<file path="src/hw/rsp_pkg.sv">
// Constants of the radio serial host port; its transmit buffer uses none of them.
// Assumes a single 50 MHz clock domain for all logic that includes it.
package rsp_pkg;

   // ------------------------------------------------------------
   // Clock and link timing
   // ------------------------------------------------------------
   localparam int unsigned CLK_HZ          = 50_000_000;
   localparam int unsigned SCLK_MAX_HZ     = 10_000_000;
   localparam int unsigned CS_SETUP_NS     = 2000;
   localparam int unsigned CS_SETUP_CYC    = (CS_SETUP_NS * (CLK_HZ / 1_000_000) + 999) / 1000;

   // ------------------------------------------------------------
   // Header byte layout and address map
   // ------------------------------------------------------------
   localparam int unsigned HDR_AC_BIT      = 7;
   localparam int unsigned HDR_RW_BIT      = 0;
   localparam logic [7:0]  FIFO_ADDR       = 8'hff;
   localparam logic [7:0]  IRQ_MASK_BASE   = 8'h90;
   localparam logic [7:0]  IRQ_STATUS_BASE = 8'hfa;
   localparam logic [7:0]  WIN_SPAN        = 8'h04;
   localparam logic [7:0]  ADDR_STEP       = 8'h01;
   localparam logic [2:0]  BIT_LAST        = 3'h7;
   localparam logic [2:0]  BIT_FIRST       = 3'h0;
   localparam logic [7:0]  BYTE_ZERO       = 8'h00;

   // ------------------------------------------------------------
   // Event status bits
   // ------------------------------------------------------------
   localparam int unsigned EV_TX_FIFO_ERR  = 5;
   localparam int unsigned EV_RX_FIFO_ERR  = 6;
   localparam logic [31:0] EV_IMPLEMENTED  = 32'h603f_ffff;
   localparam logic [31:0] STATUS_RST      = 32'h0000_0000;
   localparam logic [31:0] MASK_RST        = 32'h0000_0000;
   localparam logic [4:0]  GPIO_SEL_IRQ    = 5'h00;

   // ------------------------------------------------------------
   // Transfer phases
   // ------------------------------------------------------------
   typedef enum logic [2:0] {
      PH_IDLE,
      PH_HEAD,
      PH_ADDR,
      PH_DATA,
      PH_IGNORE
   } rsp_phase_e;

endpackage

</file>
<file path="src/hw/rsp_buf2.sv">
// Two-entry byte buffer with valid/ready on both sides.
// Assumes both sides run on clk; drains in arrival order.
`timescale 1ns/1ps
module rsp_buf2
(
   input  wire logic       clk,
   input  wire logic       rst_n,
   input  wire logic       in_valid,
   output logic            in_ready,
   input  wire logic [7:0] in_data,
   output logic            out_valid,
   input  wire logic       out_ready,
   output logic [7:0]      out_data
);

   logic [7:0] mem_r [2];
   logic [7:0] mem_nxt [2];
   logic       rd_ptr_r;
   logic       rd_ptr_nxt;
   logic       wr_ptr_r;
   logic       wr_ptr_nxt;
   logic [1:0] count_r;
   logic [1:0] count_nxt;
   logic       push;
   logic       pop;

   assign in_ready  = (count_r != 2'h2);
   assign out_valid = (count_r != 2'h0);
   assign out_data  = mem_r[rd_ptr_r];

   always_comb
   begin
      push       = in_valid & in_ready;
      pop        = out_valid & out_ready;
      mem_nxt    = mem_r;
      rd_ptr_nxt = rd_ptr_r ^ pop;
      wr_ptr_nxt = wr_ptr_r ^ push;
      count_nxt  = count_r;
      if (push)
      begin
         mem_nxt[wr_ptr_r] = in_data;
      end
      if (push && !pop)
      begin
         count_nxt = count_r + 2'h1;
      end
      else if (pop && !push)
      begin
         count_nxt = count_r - 2'h1;
      end
   end

   always_ff @(posedge clk or negedge rst_n)
   begin
      if (!rst_n)
      begin
         mem_r[0] <= 8'h00;
         mem_r[1] <= 8'h00;
         rd_ptr_r <= 1'b0;
         wr_ptr_r <= 1'b0;
         count_r  <= 2'h0;
      end
      else
      begin
         mem_r    <= mem_nxt;
         rd_ptr_r <= rd_ptr_nxt;
         wr_ptr_r <= wr_ptr_nxt;
         count_r  <= count_nxt;
      end
   end

endmodule

</file>
<file path="src/hw/rsp_port.sv">
// Serial slave port of the radio with its event status and interrupt logic.
// Assumes the host drives chip select and bit clock; the register file, the
// receive FIFO and the transmit FIFO sit outside on the same clk.
`timescale 1ns/1ps

module rsp_port
(
   input  wire logic        clk,
   input  wire logic        rst_n,
   input  wire logic        chip_select_low,
   input  wire logic        sclk,
   input  wire logic        mosi,
   output logic             miso_o,
   output logic             miso_oe_n,
   input  wire logic [15:0] machine_status_bytes,
   output logic [7:0]       reg_addr,
   output logic             reg_wr,
   output logic [7:0]       reg_wdata,
   output logic             reg_rd,
   input  wire logic [7:0]  reg_rdata,
   output logic             cmd_valid,
   output logic [7:0]       cmd_code,
   input  wire logic        rx_valid,
   output logic             rx_ready,
   input  wire logic [7:0]  rx_data,
   output logic             tx_valid,
   input  wire logic        tx_ready,
   output logic [7:0]       tx_data,
   input  wire logic [31:0] event_pulse,
   input  wire logic [4:0]  gpio_sel,
   output logic             gpio_out
);

   // ------------------------------------------------------------
   // Address window decode
   // ------------------------------------------------------------
   function automatic logic rsp_in_win(input logic [7:0] addr, input logic [7:0] base);
      rsp_in_win = (addr >= base) && (addr < base + rsp_pkg::WIN_SPAN);
   endfunction

   function automatic logic [1:0] rsp_win_idx(input logic [7:0] addr, input logic [7:0] base);
      logic [7:0] diff;
      diff        = addr - base;
      rsp_win_idx = diff[1:0];
   endfunction

   // ------------------------------------------------------------
   // Pin synchronisers
   // ------------------------------------------------------------
   // Stage 0 feeds only stage 1; edges are found between stages 1 and 2.
   logic [2:0] cs_sync_r;
   logic [2:0] cs_sync_nxt;
   logic [2:0] sck_sync_r;
   logic [2:0] sck_sync_nxt;
   logic [1:0] mosi_sync_r;
   logic [1:0] mosi_sync_nxt;

   logic cs_active;
   logic cs_fall;
   logic sck_rise;
   logic sck_fall;
   assign cs_active = ~cs_sync_r[1];
   assign cs_fall   = cs_sync_r[2] & ~cs_sync_r[1];
   assign sck_rise  = ~sck_sync_r[2] & sck_sync_r[1];
   assign sck_fall  = sck_sync_r[2] & ~sck_sync_r[1];

   // ------------------------------------------------------------
   // Transfer engine, status and mask registers
   // ------------------------------------------------------------
   rsp_pkg::rsp_phase_e phase_r;
   rsp_pkg::rsp_phase_e phase_nxt;
   logic [2:0]  bit_cnt_r;
   logic [2:0]  bit_cnt_nxt;
   logic [7:0]  in_sr_r;
   logic [7:0]  in_sr_nxt;
   logic [7:0]  out_sr_r;
   logic [7:0]  out_sr_nxt;
   logic [7:0]  nxt_byte_r;
   logic [7:0]  nxt_byte_nxt;
   logic        is_read_r;
   logic        is_read_nxt;
   logic        is_cmd_r;
   logic        is_cmd_nxt;
   logic [7:0]  addr_r;
   logic [7:0]  addr_nxt;
   logic        rd_pend_r;
   logic        rd_pend_nxt;
   logic [31:0] status_r;
   logic [31:0] status_nxt;
   logic [31:0] mask_r;
   logic [31:0] mask_nxt;
   logic        tx_hold_vld_r;
   logic        tx_hold_vld_nxt;
   logic [7:0]  tx_hold_r;
   logic [7:0]  tx_hold_nxt;
   logic        reg_wr_r;
   logic        reg_wr_nxt;
   logic [7:0]  reg_wdata_r;
   logic [7:0]  reg_wdata_nxt;
   logic        cmd_valid_r;
   logic        cmd_valid_nxt;
   logic [7:0]  cmd_code_r;
   logic [7:0]  cmd_code_nxt;
   logic        gpio_r;
   logic        gpio_nxt;
   logic        buf_in_valid;
   logic        buf_in_ready;
   logic        byte_done;
   logic [7:0]  rx_byte;
   logic [31:0] ev_int;
   logic [31:0] clr_mask;
   logic        fetch_fifo;
   logic        fetch_stat;
   logic        fetch_mask;
   assign byte_done  = sck_rise && (bit_cnt_r == rsp_pkg::BIT_LAST);
   assign rx_byte    = {in_sr_r[6:0], mosi_sync_r[1]};
   assign fetch_fifo = rd_pend_r && (addr_r == rsp_pkg::FIFO_ADDR);
   assign fetch_stat = rd_pend_r && rsp_in_win(addr_r, rsp_pkg::IRQ_STATUS_BASE);
   assign fetch_mask = rd_pend_r && rsp_in_win(addr_r, rsp_pkg::IRQ_MASK_BASE);

   // Read handshakes toward the register file and receive FIFO are combinational
   assign reg_addr   = reg_wr_r ? addr_r - rsp_pkg::ADDR_STEP : addr_r;
   assign reg_rd     = rd_pend_r && !fetch_fifo && !fetch_stat && !fetch_mask;
   assign rx_ready   = fetch_fifo && rx_valid;
   assign reg_wr     = reg_wr_r;
   assign reg_wdata  = reg_wdata_r;
   assign cmd_valid  = cmd_valid_r;
   assign cmd_code   = cmd_code_r;
   assign miso_o     = out_sr_r[7];
   assign miso_oe_n  = cs_sync_r[1];
   assign gpio_out   = gpio_r;

   always_comb
   begin
      phase_nxt       = phase_r;
      bit_cnt_nxt     = bit_cnt_r;
      in_sr_nxt       = in_sr_r;
      out_sr_nxt      = out_sr_r;
      nxt_byte_nxt    = nxt_byte_r;
      is_read_nxt     = is_read_r;
      is_cmd_nxt      = is_cmd_r;
      addr_nxt        = addr_r;
      rd_pend_nxt     = 1'b0;
      mask_nxt        = mask_r;
      tx_hold_vld_nxt = tx_hold_vld_r;
      tx_hold_nxt     = tx_hold_r;
      reg_wr_nxt      = 1'b0;
      reg_wdata_nxt   = reg_wdata_r;
      cmd_valid_nxt   = 1'b0;
      cmd_code_nxt    = cmd_code_r;
      buf_in_valid    = 1'b0;
      ev_int          = 32'h0000_0000;
      clr_mask        = 32'h0000_0000;
      cs_sync_nxt     = {cs_sync_r[1:0], chip_select_low};
      sck_sync_nxt    = {sck_sync_r[1:0], sclk};
      mosi_sync_nxt   = {mosi_sync_r[0], mosi};
      // Port runs from clk alone, so every power state keeps it alive
      if (!cs_active)
         phase_nxt = rsp_pkg::PH_IDLE;
      else if (cs_fall)
      begin
         phase_nxt    = rsp_pkg::PH_HEAD;
         bit_cnt_nxt  = rsp_pkg::BIT_FIRST;
         out_sr_nxt   = machine_status_bytes[15:8];
         nxt_byte_nxt = machine_status_bytes[7:0];
         // A byte written last transaction is only committed now
         if (tx_hold_vld_r)
         begin
            buf_in_valid    = 1'b1;
            tx_hold_vld_nxt = 1'b0;
            ev_int[rsp_pkg::EV_TX_FIFO_ERR] = ~buf_in_ready;
         end
      end
      else
      begin
         if (sck_rise)
         begin
            in_sr_nxt   = rx_byte;
            bit_cnt_nxt = bit_cnt_r + 3'h1;
         end
         if (sck_fall)
         begin
            if (bit_cnt_r == rsp_pkg::BIT_FIRST)
            begin
               out_sr_nxt   = nxt_byte_r;
               nxt_byte_nxt = rsp_pkg::BYTE_ZERO;
            end
            else
               out_sr_nxt = {out_sr_r[6:0], 1'b0};
         end
         if (byte_done)
         begin
            case (phase_r)
               rsp_pkg::PH_HEAD:
               begin
                  // Other header bits are assumed zero and not decoded
                  is_cmd_nxt  = rx_byte[rsp_pkg::HDR_AC_BIT];
                  is_read_nxt = rx_byte[rsp_pkg::HDR_RW_BIT];
                  phase_nxt   = rsp_pkg::PH_ADDR;
               end
               rsp_pkg::PH_ADDR:
               begin
                  if (is_cmd_r)
                  begin
                     cmd_valid_nxt = 1'b1;
                     cmd_code_nxt  = rx_byte;
                     phase_nxt     = rsp_pkg::PH_IGNORE;
                  end
                  else
                  begin
                     addr_nxt    = rx_byte;
                     rd_pend_nxt = is_read_r;
                     phase_nxt   = rsp_pkg::PH_DATA;
                  end
               end
               rsp_pkg::PH_DATA:
               begin
                  if (addr_r != rsp_pkg::FIFO_ADDR)
                     addr_nxt = addr_r + rsp_pkg::ADDR_STEP;
                  if (is_read_r)
                     rd_pend_nxt = 1'b1;
                  else if (addr_r == rsp_pkg::FIFO_ADDR)
                  begin
                     // Each byte pushes the one before it; the newest waits
                     if (tx_hold_vld_r)
                     begin
                        buf_in_valid = 1'b1;
                        ev_int[rsp_pkg::EV_TX_FIFO_ERR] = ~buf_in_ready;
                     end
                     tx_hold_nxt     = rx_byte;
                     tx_hold_vld_nxt = 1'b1;
                  end
                  else if (rsp_in_win(addr_r, rsp_pkg::IRQ_MASK_BASE))
                     mask_nxt[8*rsp_win_idx(addr_r, rsp_pkg::IRQ_MASK_BASE) +: 8] = rx_byte;
                  else if (!rsp_in_win(addr_r, rsp_pkg::IRQ_STATUS_BASE))
                  begin
                     reg_wr_nxt    = 1'b1;
                     reg_wdata_nxt = rx_byte;
                  end
               end
               rsp_pkg::PH_IGNORE:
                  phase_nxt = rsp_pkg::PH_IGNORE;
               default:
                  phase_nxt = rsp_pkg::PH_IDLE;
            endcase
         end
      end

      // Read data is fetched one cycle after the byte boundary
      if (fetch_fifo)
      begin
         nxt_byte_nxt = rx_valid ? rx_data : rsp_pkg::BYTE_ZERO;
         ev_int[rsp_pkg::EV_RX_FIFO_ERR] = ~rx_valid;
      end
      else if (fetch_stat)
      begin
         nxt_byte_nxt = status_r[8*rsp_win_idx(addr_r, rsp_pkg::IRQ_STATUS_BASE) +: 8];
         clr_mask[8*rsp_win_idx(addr_r, rsp_pkg::IRQ_STATUS_BASE) +: 8] = 8'hff;
      end
      else if (fetch_mask)
         nxt_byte_nxt = mask_r[8*rsp_win_idx(addr_r, rsp_pkg::IRQ_MASK_BASE) +: 8];
      else if (rd_pend_r)
         nxt_byte_nxt = reg_rdata;

      // An event in the clearing cycle survives: set wins over clear
      status_nxt = ((status_r & ~clr_mask) | event_pulse | ev_int)
                   & rsp_pkg::EV_IMPLEMENTED;

      if (gpio_sel == rsp_pkg::GPIO_SEL_IRQ)
         gpio_nxt = ~(|(status_r & mask_r));
      else
         gpio_nxt = 1'b1;
   end

   always_ff @(posedge clk or negedge rst_n)
   begin
      if (!rst_n)
      begin
         phase_r       <= rsp_pkg::PH_IDLE;
         bit_cnt_r     <= rsp_pkg::BIT_FIRST;
         in_sr_r       <= 8'h00;
         out_sr_r      <= 8'h00;
         nxt_byte_r    <= 8'h00;
         is_read_r     <= 1'b0;
         is_cmd_r      <= 1'b0;
         addr_r        <= 8'h00;
         rd_pend_r     <= 1'b0;
         status_r      <= rsp_pkg::STATUS_RST;
         mask_r        <= rsp_pkg::MASK_RST;
         tx_hold_vld_r <= 1'b0;
         tx_hold_r     <= 8'h00;
         reg_wr_r      <= 1'b0;
         reg_wdata_r   <= 8'h00;
         cmd_valid_r   <= 1'b0;
         cmd_code_r    <= 8'h00;
         gpio_r        <= 1'b1;
         cs_sync_r     <= 3'h7;
         sck_sync_r    <= 3'h0;
         mosi_sync_r   <= 2'h0;
      end
      else
      begin
         phase_r       <= phase_nxt;
         bit_cnt_r     <= bit_cnt_nxt;
         in_sr_r       <= in_sr_nxt;
         out_sr_r      <= out_sr_nxt;
         nxt_byte_r    <= nxt_byte_nxt;
         is_read_r     <= is_read_nxt;
         is_cmd_r      <= is_cmd_nxt;
         addr_r        <= addr_nxt;
         rd_pend_r     <= rd_pend_nxt;
         status_r      <= status_nxt;
         mask_r        <= mask_nxt;
         tx_hold_vld_r <= tx_hold_vld_nxt;
         tx_hold_r     <= tx_hold_nxt;
         reg_wr_r      <= reg_wr_nxt;
         reg_wdata_r   <= reg_wdata_nxt;
         cmd_valid_r   <= cmd_valid_nxt;
         cmd_code_r    <= cmd_code_nxt;
         gpio_r        <= gpio_nxt;
         cs_sync_r     <= cs_sync_nxt;
         sck_sync_r    <= sck_sync_nxt;
         mosi_sync_r   <= mosi_sync_nxt;
      end
   end

   // ------------------------------------------------------------
   // Transmit path buffer
   // ------------------------------------------------------------
   // A full buffer cannot stall the host clock, so a refused byte is
   // reported as a transmit FIFO error instead of being silently lost.
   rsp_buf2 u_txbuf
   (
      .clk       (clk),
      .rst_n     (rst_n),
      .in_valid  (buf_in_valid),
      .in_ready  (buf_in_ready),
      .in_data   (tx_hold_r),
      .out_valid (tx_valid),
      .out_ready (tx_ready),
      .out_data  (tx_data)
   );

endmodule

</file>
<file path="config.mk">
export PLATFORM = sky130hd
export DESIGN_NAME = rsp_port
export DESIGN_NICKNAME = d
export VERILOG_FILES = /design/src/hw/rsp_pkg.sv /design/src/hw/rsp_buf2.sv /design/src/hw/rsp_port.sv
export SDC_FILE = /design/constraint.sdc
export NUM_CORES = 1
export LEC_CHECK = 0
export ABC_AREA = 1
export CORE_MARGIN = 2
export CORE_UTILIZATION = 49
export CTS_CLUSTER_DIAMETER = 50
export DETAILED_ROUTE_END_ITERATION = 8
export DONT_BUFFER_PORTS = 1
export GPL_TIMING_DRIVEN = 0
export PLACE_DENSITY = 0.76
export SLEW_MARGIN = 20
export SYNTH_ARGS = -nofsm -noshare
export SYNTH_HDL_FRONTEND = slang
export SYNTH_SLANG_ARGS = --single-unit
</file>
<file path="constraint.sdc">
create_clock -name clk -period 4.47 [get_ports clk]
set_input_delay 1.341 -clock clk [delete_from_list [all_inputs] [get_ports clk]]
set_output_delay 1.341 -clock clk [all_outputs]
set_load 0.005 [all_outputs]
</file>
# After elaboration in Yosys (flattened, before gate mapping)

Index checks and enable logic that the tools add are counted.

Bits in registers: 152
Input bits: 76
Output and inout port bits: 40
Word-level logic and storage cells: 205

$add $sub $neg: 9
$lt $le $gt $ge: 7
Equal/unequal tests: 13
Shift operators: 6
Muxes and demuxes: 74
Bitwise logic cells: 26
Reduce and logical (&&, ||, !) cells: 44

Operator list:

| kind                                                        | count |
|---|---|
| two-way mux 8 bit                                           | 19 |
| negator 5 -> 34 bit                                         | 2 |
| variable part select 32 x 6 -> 8 bit                        | 2 |
| bitwise AND 31 bit                                          | 2 |
| two-way mux 31 bit                                          | 2 |
| two-way mux 1 bit                                           | 39 |
| variable shift 8 x 34 -> 31 bit, first input constant       | 1 |
| variable shift 8 x 34 -> 32 bit, first input constant       | 1 |
| variable part select 8 x 34 -> 31 bit, first input constant | 1 |
| variable part select 8 x 34 -> 32 bit                       | 1 |
| bitwise AND 31 x 32 -> 32 bit                               | 1 |
| bitwise mux 32 bit                                          | 1 |
| OR reduction 32 bit                                         | 1 |
| inverter 31 bit                                             | 1 |
| bitwise OR 31 bit                                           | 1 |
| bitwise OR 31 x 7 -> 31 bit                                 | 1 |
| two-way mux 3 bit                                           | 6 |
| bitwise mux 16 bit                                          | 1 |
| >= comparator 8 bit, second input constant                  | 2 |
| less-than comparator 8 bit, second input constant           | 2 |
| case mux 8 bit (2 select lines)                             | 1 |
| nonzero test 2 bit                                          | 8 |
| logical AND 1 bit                                           | 13 |
| case mux 3 bit (4 select lines)                             | 1 |
| 35 further kinds                                            | 69 |

# Depth between registers and ports, before layout

Gate-level depths: netlist (run 1).

Depth in word-level cells: 12
Gate-level depth with buffers: 13
Mapped depth without buffers: 12

# Cells and area by module

Synthesis (run 1) repeated with hierarchy kept, for this count alone.

Cell total of the unflattened synthesis: 952
Area, all modules: 7992.7 µm²

Modules (own cells, without submodules):

| module   | instances | cells an instance | area each (µm²) | sequential area each (µm²) |
|---|---|---|---|---|
| rsp_port | 1         | 858               | 7040.5          | 3308.2 |
| rsp_buf2 | 1         | 94                | 952.2           | 500.5 |

# Worst setup path before layout (run 1)

No wires, ideal clock.

Path type: register -> output
From: register addr_r[1]
To: output port reg_addr[1]
Arrival time: 1.913 ns
Data required time: 3.129 ns
Setup slack: 1.216 ns
Cell stages (with the launch flop): 10
Buffers on the path: 4
Cells stage by stage: dfrtp_1 buf_2 inv_2 clkbuf_1 ha_1 clkbuf_1 inv_1 clkbuf_1 nand2_1 o21ai_0

Cells in the longest elaborated chain, start to end: 2

Ends and longest elaborated chain:

| item                      | line            | source |
|---|---|---|
| start: declaration        | rsp_port.sv:84  | `logic [7:0] addr_r;` |
| start signal: assignment  | rsp_port.sv:310 | `addr_r <= addr_nxt;` |
| subtractor 8 x 1 -> 8 bit | rsp_port.sv:122 | `assign reg_addr = reg_wr_r ? addr_r - rsp_pkg::ADDR_STEP : addr_r;` |
| two-way mux 8 bit (*)     | rsp_port.sv:122 |  |
| end: declaration          | rsp_port.sv:16  | `output logic [7:0] reg_addr,` |

Every way passes the cells marked *; elsewhere a longest branch is shown, timed or not.

# Worst setup path after layout (run 1)

From: register addr_r[0]
To: output port reg_addr[1]

Cells in the longest elaborated chain, start to end: 2

Ends and longest elaborated chain:

| item                      | line |
|---|---|
| subtractor 8 x 1 -> 8 bit | rsp_port.sv:122 |
| two-way mux 8 bit         | rsp_port.sv:122 |

Every way passes these cells.

==> flow_summary.ini, run 1 <==
[finish]
antenna_cells = 0
register_area_mm2 = 0.003809
fill_cells = 1506
multiInputGateArea_mm2 = 0.003495
nNetsFinal = 1057
drive_above_1_share_pct = 13.22
final-instance-count-excl-fill = 1199
syn_to_final_growth_pct = 11.20
fin_area_mm2 = 0.008723

[global_routing]
grt_max_degree = 153
antenna_found_initial = 0
grt_pass1_wl_mm = 32.98
grt-ovfl-total = 0
grt_pass1_vias = 6185
grt_usage_pct = 25.92

[synthesis]
avgSynthCellArea_um2 = 8.241
syn_area_mm2 = 0.007845
synthTopCellsByArea = dfrtp_1, nand2_1, nand3_1, o21ai_0, inv_1
ys_seq_area_share_pct = 48.55
synth_edf_count = 0
synth-main-ff-cell = dfrtp_1
yosys_warnings = 0
async_reset_ff_share_pct = 100.0
synth_top_family_by_area = simple AND/OR/NAND/NOR gates
post-synth-top-area-fraction_pct = 47.21
synth_top_area_cell = dfrtp_1
syn_inst = 952
yosys.area_share.simple_pct = 25.68
synth_compound_area_share_pct = 14.51
yosys-top-cells-count = nand2_1, dfrtp_1, inv_1, nand3_1, o21ai_0
syn_nets = 1039
synth_cell_type_count = 43
synthMuxAreaShare_pct = 1.148
synth_fa_ha_area_share_pct = 1.754
ys_ff_latch = 152
synthXorXnorAreaFrac_pct = 1.451
synth.most_common_cell = nand2_1

[floorplan]
die_w_um = 130.5
initial_utilization_pct = 49.75
die-area_mm2 = 0.01704
dieHeight_um = 130.5
rows = 46
io-pin-count = 116
core_mm2 = 0.01577

[drt]
vias = 6627
drcViolationCount = 0
drt_wl_total_mm = 21.29
dr.pass1.iters = 6
viasPerCell = 5.527
drtAntennaViolNets = 0
wl_per_cell_um = 17.75
drt-initial-drc-count = 690

[run]
drv_cap = 0

[clocking]
clock-sinks = 152
path_clk_slew_ns = 0.06
cts_root_buf = clkbuf_16
cts_buffer_depth = 2
cts_buffers = 17
cts_tree = built
cts_max_level = 4
clk_latency_ns = 0.44

[sta]
finalCriticalPeriod_ns = 4.044
final.setup_skew_ns = 0.01073
max_freq_ghz = 0.2473
fin_crit_sh_pct = 90.47
tightest_slew_ns = 0.6177
whs_ns = 0.3485
setup_viol = 0
rsz0062_at_grt = no
slew_headroom_pct = 58.82
slew_viol_final = 0
final.setup.tns_ns = 0
finalHoldViolations = 0

[placement]
dp.cells = 1168
place_area_mm2 = 0.008115
io_buffers = 0
place.gp.congestion = 0.9678
dp_hpwl_mm = 15.37

[power_and_ir_drop]
internal_power_uw = 2401
cellPowerDensity_mw_per_mm2 = 364.5
pwr-share-clk_pct = 46.8
peakVddDrop_mv = 0.2473
swShare_pct = 24.49
power.share.sequential_pct = 46.1
leakage_uw = 0.004106
switching_power_uw = 778.7
p_comb_share_pct = 7.1

[worst_setup_path]
r2r-start = cs_sync_r[2]
cp_max_fo = 12
path_class = reg -> out
startpoint = addr_r[0]
worstSetupEndpointType = primary output
cp_data_required_time_ns = 3.13
cp_data_arrival_time_ns = 2.70
start_kind = flip-flop

[worst_hold_path]
hold_class = reg -> reg
min_from = mosi_sync_r[0]

[run_status]
status = finished clean
-- final cells by class --
type	count	area share, %
Buffer	36	2.108
Clock buffer	20	5.120
Clock inverter	12	1.893
Inverter	93	4.059
Multi-Input combinational cell	670	40.06
Sequential cell	152	43.66
Tap cell	216	3.098
-- timing repair --
| action | in CTS | in global routing |
|---|---|---|
| resized for setup | 0 | 0 |
| hold buffers | 0 | 0 |
| endpoints found under the setup margin | 0 | 1 |
| setup buffers | 0 | 0 |
-- power groups by stage --
stage / clock, uW / sequential [uW] / combinational, uW
2_1_floorplan: 0 / 1480 / 159
3_3_place_gp: 0 / 1490 / 215
3_5_place_dp: 0 / 1490 / 223
4_1_cts: 1500 / 1470 / 224
5_1_grt: 1560 / 1470 / 252
6_report: 1490 / 1470 / 226
-- routing by layer --
metal	GRT usage, %	vias to the layer above	wire length, um
li1	-	3121	-
met1	36.92	3157	9150
met2	38.33	292	9634
met3	5.741	57	1814
met4	11.33	0	685
met5	0	-	0
-- critical path, stage by stage (launching register included) --
cell and delay [ns]:
dfrtp_1 0.40, buf_2 0.20, inv_2 0.09, buf_2 0.26, ha_1 0.27, clkbuf_1 0.24
inv_1 0.13, clkbuf_1 0.39, nand2_1 0.11, o21ai_0 0.16
-- worst paths after layout --
kind,end,slack (ns),depth (start not counted)
worst min register to register,mosi_sync_r[1],0.35,0
max in group asynchronous,cs_sync_r[0],3.56,0
worst min-delay path,mosi_sync_r[1],0.35,0
worst max register to register,u_txbuf.mem_r[2],1.44,11
min in group asynchronous,mask_r[23],0.61,0
worst max-delay path,reg_addr[1],0.43,9
-- kinds of logic (layout without fill, tap and decap cells) --
logic type | Yosys count | count (layout)
flip-flops | 152 | 152
adder cells (fa/ha/maj) | 11 | 11
XOR/XNOR | 13 | 13
buffers and inverters | 130 | 161
AND/OR/NAND/NOR | 457 | 457
AO/OA/AOI/OAI | 181 | 181
multiplexers | 8 | 8
-- flip-flops by register name, summed over array words and instances (netlist names), 8 cells and up --
name           cells
nxt_byte_r         8
u_txbuf.mem_r     16
tx_hold_r          8
cmd_code           8
status_r          24
reg_wdata          8
out_sr_r           8
addr_r             8
mask_r            32
-- cell usage in the layout (no fill, tap or decap), types with 9 or more instances in the layout --
cell type  count
nand2_2        9
inv_1         76
nand4_1       11
o21ai_1       25
o21bai_1      17
inv_2         15
o21ai_0       57
xor2_1        10
ha_1          11
a21oi_1       22
buf_2          9
nor2_1        47
clkbuf_1      22
o21ai_2       32
dfrtp_1      148
nand3_1       60
clkbuf_16     17
nand2_1      304
-- stage by stage --
| stage | setup slack, ns | power (uW) | util (%) |
|---|---|---|---|
| after global placement | 0.6876 | 1704 | 51.46 |
| after CTS | 0.1496 | 3194 | 55.34 |
| after detailed placement | 0.6690 | 1713 | 51.46 |
| final | 0.4261 | 3179 | 55.32 |
| after global routing | 0.2328 | 3288 | 55.32 |
| after floorplan | 1.216 | 1639 | - |
Power figures use the tool's default switching activity.
==> run 2: changes to the inputs <==
--- a/config.mk
+++ b/config.mk
@@ -7,12 +7,12 @@
 export LEC_CHECK = 0
 export ABC_AREA = 1
 export CORE_MARGIN = 2
-export CORE_UTILIZATION = 49
+export CORE_UTILIZATION = 50
 export CTS_CLUSTER_DIAMETER = 50
 export DETAILED_ROUTE_END_ITERATION = 8
 export DONT_BUFFER_PORTS = 1
 export GPL_TIMING_DRIVEN = 0
-export PLACE_DENSITY = 0.76
+export PLACE_DENSITY = 0.68
 export SLEW_MARGIN = 20
 export SYNTH_ARGS = -nofsm -noshare
 export SYNTH_HDL_FRONTEND = slang
==> constraint.sdc (replaced) <==
create_clock -name clk -period 3.35 [get_ports clk]
set_input_delay 1.005 -clock clk [delete_from_list [all_inputs] [get_ports clk]]
set_output_delay 1.005 -clock clk [all_outputs]
set_load 0.005 [all_outputs]
==> run 2 against run 1 <==
Clock skew fell by 0.0023 ns. Clock power increased by 35%. Sequential cell count stayed put. Global-route usage up 1.5 points. Sequential power up 33%. Worst setup slack got worse by 0.34 ns. Clock-buffer cell count rose by 1. Final area is 0.46% higher. Register-to-register slack got worse by 1.2 ns. Cell count is 0.25% lower. Critical path type unchanged.
==> flow_summary.ini, run 2 (same netlist as run 1, synthesis figures left out) <==
[run_status]
status = finished clean

[worst_setup_path]
cp_max_fo = 10
r2r_cells = 11
worstSetupEndpointType = primary output
start_kind = flip-flop
cp_data_required_time_ns = 2.34
rrSetupSlack_ns = 0.22
cp_data_arrival_time_ns = 2.26
path_class = reg -> out

[sta]
finalHoldViolations = 0
finalCriticalPeriod_ns = 3.267
setup_viol = 0
tightest_slew_ns = 0.7075
slew_headroom_pct = 52.66
max_freq_ghz = 0.3061
slew_viol_final = 0
rsz0062_at_grt = no
final.setup.tns_ns = 0
fin_crit_sh_pct = 97.53
final.setup_skew_ns = 0.008448

[global_routing]
grt_pass1_wl_mm = 34.58
grt_max_degree = 153
antenna_found_initial = 2
grt_pass1_vias = 6338
grt_usage_pct = 27.45
grt-ovfl-total = 0

[finish]
nNetsFinal = 1058
top_regs = mask_r (32), status_r (24), u_txbuf.mem_r (16)
final_util_pct = 57.43
layout_common_cells = nand2_1, dfrtp_1, inv_1
regMostFlops = mask_r
syn_to_final_growth_pct = 11.71
layout_commonest_cell = nand2_1
drive_above_1_share_pct = 14.13
largest_reg_flops = 32

[placement]
place.gp.congestion = 0.9499
dp_hpwl_mm = 15.43
io_buffers = 0

[power_and_ir_drop]
swShare_pct = 24.29
p_comb_share_pct = 7.2
power.share.sequential_pct = 45.8
cellPowerDensity_mw_per_mm2 = 487.4
leakage_uw = 0.004124
pwr-share-clk_pct = 47.0
switching_power_uw = 1038
internal_power_uw = 3234
peakVddDrop_mv = 0.3595

[clocking]
cts_tree = built
cts_buffer_depth = 2
path_clk_slew_ns = 0.06
cts_root_buf = clkbuf_16
cts_buffers = 17
clk_latency_ns = 0.42
clock-sinks = 152
cts_max_level = 4

[drt]
viasPerCell = 5.541
drt-initial-drc-count = 633
drt_wl_total_mm = 21.68
drcViolationCount = 0
dr.pass1.iters = 5
wl_per_cell_um = 18.13
drtAntennaViolNets = 0
vias = 6627

[floorplan]
io-pin-count = 116
die-area_mm2 = 0.01671
rows = 45
dieHeight_um = 129.3
initial_utilization_pct = 51.41
core_mm2 = 0.01526
die_w_um = 129.3

[worst_hold_path]
hold_class = in -> async

[run]
drv_cap = 0
-- run 2: cell count changes in the layout (fill, tap and decap cells not counted), sizes merged --
cell | previous run | this run
diode | 0 | 1
clkinvlp | 3 | 4
inv | 94 | 91
clkbuf | 40 | 39
clkinv | 5 | 6
buf | 16 | 19
-- run 2: routing by layer --
metal  part of all wire [%]  up-vias  global-route usage [%]
li1                       -     3142                       -
met1                     45     3154                   39.06
met4                    2.5        2                   8.951
met2                     43      290                   40.00
met5                  0.060        -                       0
met3                    9.9       39                   8.671
-- run 2: worst paths after layout --
path,end,from
worst min register to register,sck_sync_r[1],sck_sync_r[0]
min in group clk,sck_sync_r[1],sck_sync_r[0]
max in group asynchronous,cs_sync_r[2],rst_n
worst max register to register,u_txbuf.mem_r[2],cs_sync_r[2]
worst max-delay path,rx_ready,addr_r[0]
worst min-delay path,mask_r[9],rst_n
-- run 2: metrics by stage --
step           std cells  power [uW]  instance area [um^2]  setup WS [ns]  hold slack, ns
3_5_place_dp        1163        2294                  8109        -0.1281          0.3372
3_3_place_gp        1163        2286                  8109        -0.1156          0.3335
6_report            1196        4272                  8763        0.08287          0.2764
4_1_cts             1191        4297                  8712      -0.002364          0.2626
2_1_floorplan        952        2187                  7845         0.4317          0.3312
5_1_grt             1195        4426                  8761       0.004245          0.2541
-- run 2: repair_timing --
| action | 4_1_cts | 5_1_grt |
|---|---|---|
| buffers inserted | 0 | 4 |
| hold buffers | 0 | 0 |
| gates resized for setup | 1 | 4 |
| setup endpoints to repair | 4 | 2 |
-- run 2: power by group through the flow --
stage | clock network, uW | registers, uW | logic [uW]
finish | 2010 | 1960 | 308
global route | 2120 | 1970 | 342
CTS | 2030 | 1960 | 306
detailed placement | 0 | 1990 | 305
global placement | 0 | 1990 | 299
floorplan | 0 | 1980 | 212
-- run 2: cell type report --
| class | count | area, um^2 |
|---|---|---|
| clock inverter | 11 | 145.1 |
| clock buffer | 21 | 470.5 |
| antenna | 1 | 2.502 |
| timing repair buffer | 4 | 30.03 |
| sequential | 152 | 3809 |
| tap | 211 | 264.0 |
| buffer | 33 | 172.7 |
| inverter | 93 | 357.8 |
| multi-input combinational | 670 | 3512 |
| fill | 1418 | 6495 |
-- run 2: critical path: stages (launching register included) --
cell and delay (ns):
dfrtp_1 0.42, ha_2 0.27, inv_2 0.09, nor2_2 0.22
nand2_4 0.11, nor2_2 0.22, buf_2 0.25, inv_2 0.12
nor2_1 0.14
==> run 3: changes to the inputs <==
--- a/config.mk
+++ b/config.mk
@@ -6,6 +6,8 @@
 export NUM_CORES = 1
 export LEC_CHECK = 0
 export ABC_AREA = 1
+export ABC_CLOCK_PERIOD_IN_PS = 3350
+export CAP_MARGIN = 20
 export CORE_MARGIN = 2
 export CORE_UTILIZATION = 50
 export CTS_CLUSTER_DIAMETER = 50
@@ -16,4 +18,5 @@
 export SLEW_MARGIN = 20
 export SYNTH_ARGS = -nofsm -noshare
 export SYNTH_HDL_FRONTEND = slang
+export SYNTH_HIERARCHICAL = 1
 export SYNTH_SLANG_ARGS = --single-unit
==> run 3 against run 2 <==
Sequential cell count did not move. Critical path depth fell by 1. Worst setup slack improved by 0.067 ns. Clock skew rose by 0.0035 ns. Register-to-register slack improved by 0.20 ns. Clock power barely moved. Worst hold slack got worse by 0.011 ns. Global-route usage fell by 1.8 points. Area after synthesis rose by 1.9%. Cell count barely moved. Largest cell class unchanged. Largest power group unchanged.
==> flow_summary.ini, run 3 <==
[run_status]
status = finished clean

[power_and_ir_drop]
peakVddDrop_mv = 0.3751
pwr-share-clk_pct = 48.1
p_comb_share_pct = 4.6
internal_power_uw = 3095
finalPower_uw = 4139
power.share.sequential_pct = 47.3
leakage_uw = 0.004159
swShare_pct = 25.21
switching_power_uw = 1043
cellPowerDensity_mw_per_mm2 = 465.5

[sta]
finalCriticalPeriod_ns = 3.200
max_freq_ghz = 0.3125
rsz0062_at_grt = no
setup_viol = 0
finalHoldViolations = 0
fin_crit_sh_pct = 95.53
final.setup_skew_ns = 0.01190
slew_viol_final = 0
tightest_slew_ns = 0.6306
slew_headroom_pct = 57.70

[synthesis]
yosys.area_share.simple_pct = 25.92
syn_inst = 952
synth_edf_count = 0
synthMuxAreaShare_pct = 1.503
ys_seq_area_share_pct = 47.65
ys_ff_latch = 152
synthXorXnorAreaFrac_pct = 0.7671
synth_compound_area_share_pct = 15.06
yosys_warnings = 6
synth_cell_type_count = 47
synth_fa_ha_area_share_pct = 1.722
synth-main-ff-cell = dfrtp_1
post-synth-top-area-fraction_pct = 46.34
synth_top_family_by_area = simple AND/OR/NAND/NOR gates
syn_area_mm2 = 0.007993
yosys-top-cells-count = nand2_1, dfrtp_1, inv_1, o21ai_0, nand3_1
async_reset_ff_share_pct = 100.0
syn_nets = 1039
synth.most_common_cell = nand2_1
synthTopCellsByArea = dfrtp_1, nand2_1, o21ai_0, inv_1, o21ai_2
synth_top_area_cell = dfrtp_1
avgSynthCellArea_um2 = 8.396

[drt]
vias = 6586
drt_wl_total_mm = 21.27
drtAntennaViolNets = 0
viasPerCell = 5.511
drt-initial-drc-count = 585
wl_per_cell_um = 17.80
dr.pass1.iters = 5
drcViolationCount = 0

[clocking]
cts_max_level = 4
clk_latency_ns = 0.43
cts_buffers = 17
cts_setup_buffers = 0
path_clk_slew_ns = 0.07
cts_tree = built
cts_buffer_depth = 2
cts_root_buf = clkbuf_16
clock-sinks = 152
postCtsHoldBufs = 0

[worst_setup_path]
path_common_cell = nor2_1
cp_data_required_time_ns = 2.34
worstSetupEndpointType = primary output
path_cells = clkbuf_2 -> nor2_1 -> nand4_1 -> or2_1 -> nor2_1 -> nand2_1 -> xor2_1
startpoint = addr_r[0]
path_class = reg -> out
cp_max_fo = 7
cp_data_arrival_time_ns = 2.20
slowest_stage = dfrtp_1
start_kind = flip-flop
rrSetupSlack_ns = 0.42
r2r-start = addr_r[1]
slowest_delay_ns = 0.40

[floorplan]
initial_utilization_pct = 50.68
rows = 46
die-area_mm2 = 0.01701
dieHeight_um = 130.4
die_w_um = 130.4
core_mm2 = 0.01577
io-pin-count = 116

[worst_hold_path]
hold_class = in -> async

[placement]
dp.cells = 1168
place.gp.congestion = 0.9078
io_buffers = 0
dp_hpwl_mm = 15.37

[global_routing]
grt_max_degree = 153
grt-ovfl-total = 0
antenna_found_initial = 0
grt_usage_pct = 25.67
grt_pass1_vias = 6179
grt_pass1_wl_mm = 32.88

[finish]
syn_to_final_growth_pct = 11.22
antenna_cells = 0
top_regs = mask_r (32), status_r (24), u_txbuf/mem_r (16)
fill_cells = 1486
final-instance-count-excl-fill = 1195
final_util_pct = 56.37
nNetsFinal = 1054
regMostFlops = mask_r
layout_common_cells = nand2_1, dfrtp_1, inv_1
largest_reg_flops = 32
drive_above_1_share_pct = 15.02
layout_commonest_cell = nand2_1

[run]
drv_cap = 0
-- run 3: cell type report --
cell class,count,area [um^2],area share [%]
Sequential cell,152,3809,42.84
Multi-Input combinational cell,664,3615,40.66
Clock buffer,17,425.4,4.785
Inverter,100,380.4,4.279
Tap cell,216,270.3,3.040
Buffer,32,206.4,2.322
Clock inverter,14,183.9,2.069
-- run 3: through the flow --
stage | hold WS [ns] | worst slack [ns] | instance area, um^2 | setup TNS, ns
after floorplan | 0.3312 | 0.1297 | 7993 | 0
after global placement | 0.3345 | -0.5804 | 8263 | -0.5804
after detailed placement | 0.3412 | -0.5570 | 8263 | -0.5570
after CTS | 0.2595 | 0.04218 | 8869 | 0
after global routing | 0.2495 | 0.007602 | 8890 | 0
final | 0.2657 | 0.1499 | 8890 | 0
-- run 3: critical path, delay by kind of cell, from the launching register on --
kind / cells / cell delay, ns
AND/OR/NAND/NOR: 5 / 0.92
flip-flops: 1 / 0.40
XOR/XNOR: 1 / 0.25
buffers and inverters: 1 / 0.17
-- run 3: power by group through the flow --
stage	clock network, uW	registers [uW]	logic [uW]
global route	2090	1960	210
floorplan	0	1960	142
global placement	0	1990	184
CTS	2010	1960	188
detailed placement	0	1990	187
finish	1990	1960	189
-- run 3: logic make-up (layout without fill, tap and decap cells) --
| kind of cell | count (synthesis) | in the layout |
|---|---|---|
| AO/OA/AOI/OAI | 188 | 188 |
| XOR/XNOR | 7 | 7 |
| multiplexers | 8 | 8 |
| flip-flops | 152 | 152 |
| AND/OR/NAND/NOR | 450 | 450 |
| buffers and inverters | 136 | 163 |
| adder cells (fa/ha/maj) | 11 | 11 |
-- run 3: worst paths after layout --
path                                     to  cells past startpoint
min in group clk              sck_sync_r[1]                      0
min                               mask_r[6]                      0
max reg2reg                u_txbuf/mem_r[6]                     11
max                             reg_addr[7]                      7
min reg2reg                   sck_sync_r[1]                      0
max in group asynchronous      cs_sync_r[0]                      0
-- run 3: metal layers --
metal	vias to the layer above	share of wire, %	track usage [%]
met5	-	0	0
met4	0	2.7	8.824
met3	46	6.8	6.596
met2	239	48	42.01
met1	3134	43	33.51
li1	3167	-	-
-- run 3: timing repair --
item                                   CTS  global route
setup endpoints to repair                4            19
endpoints found under the hold margin    0             0
resized for setup                        5             5
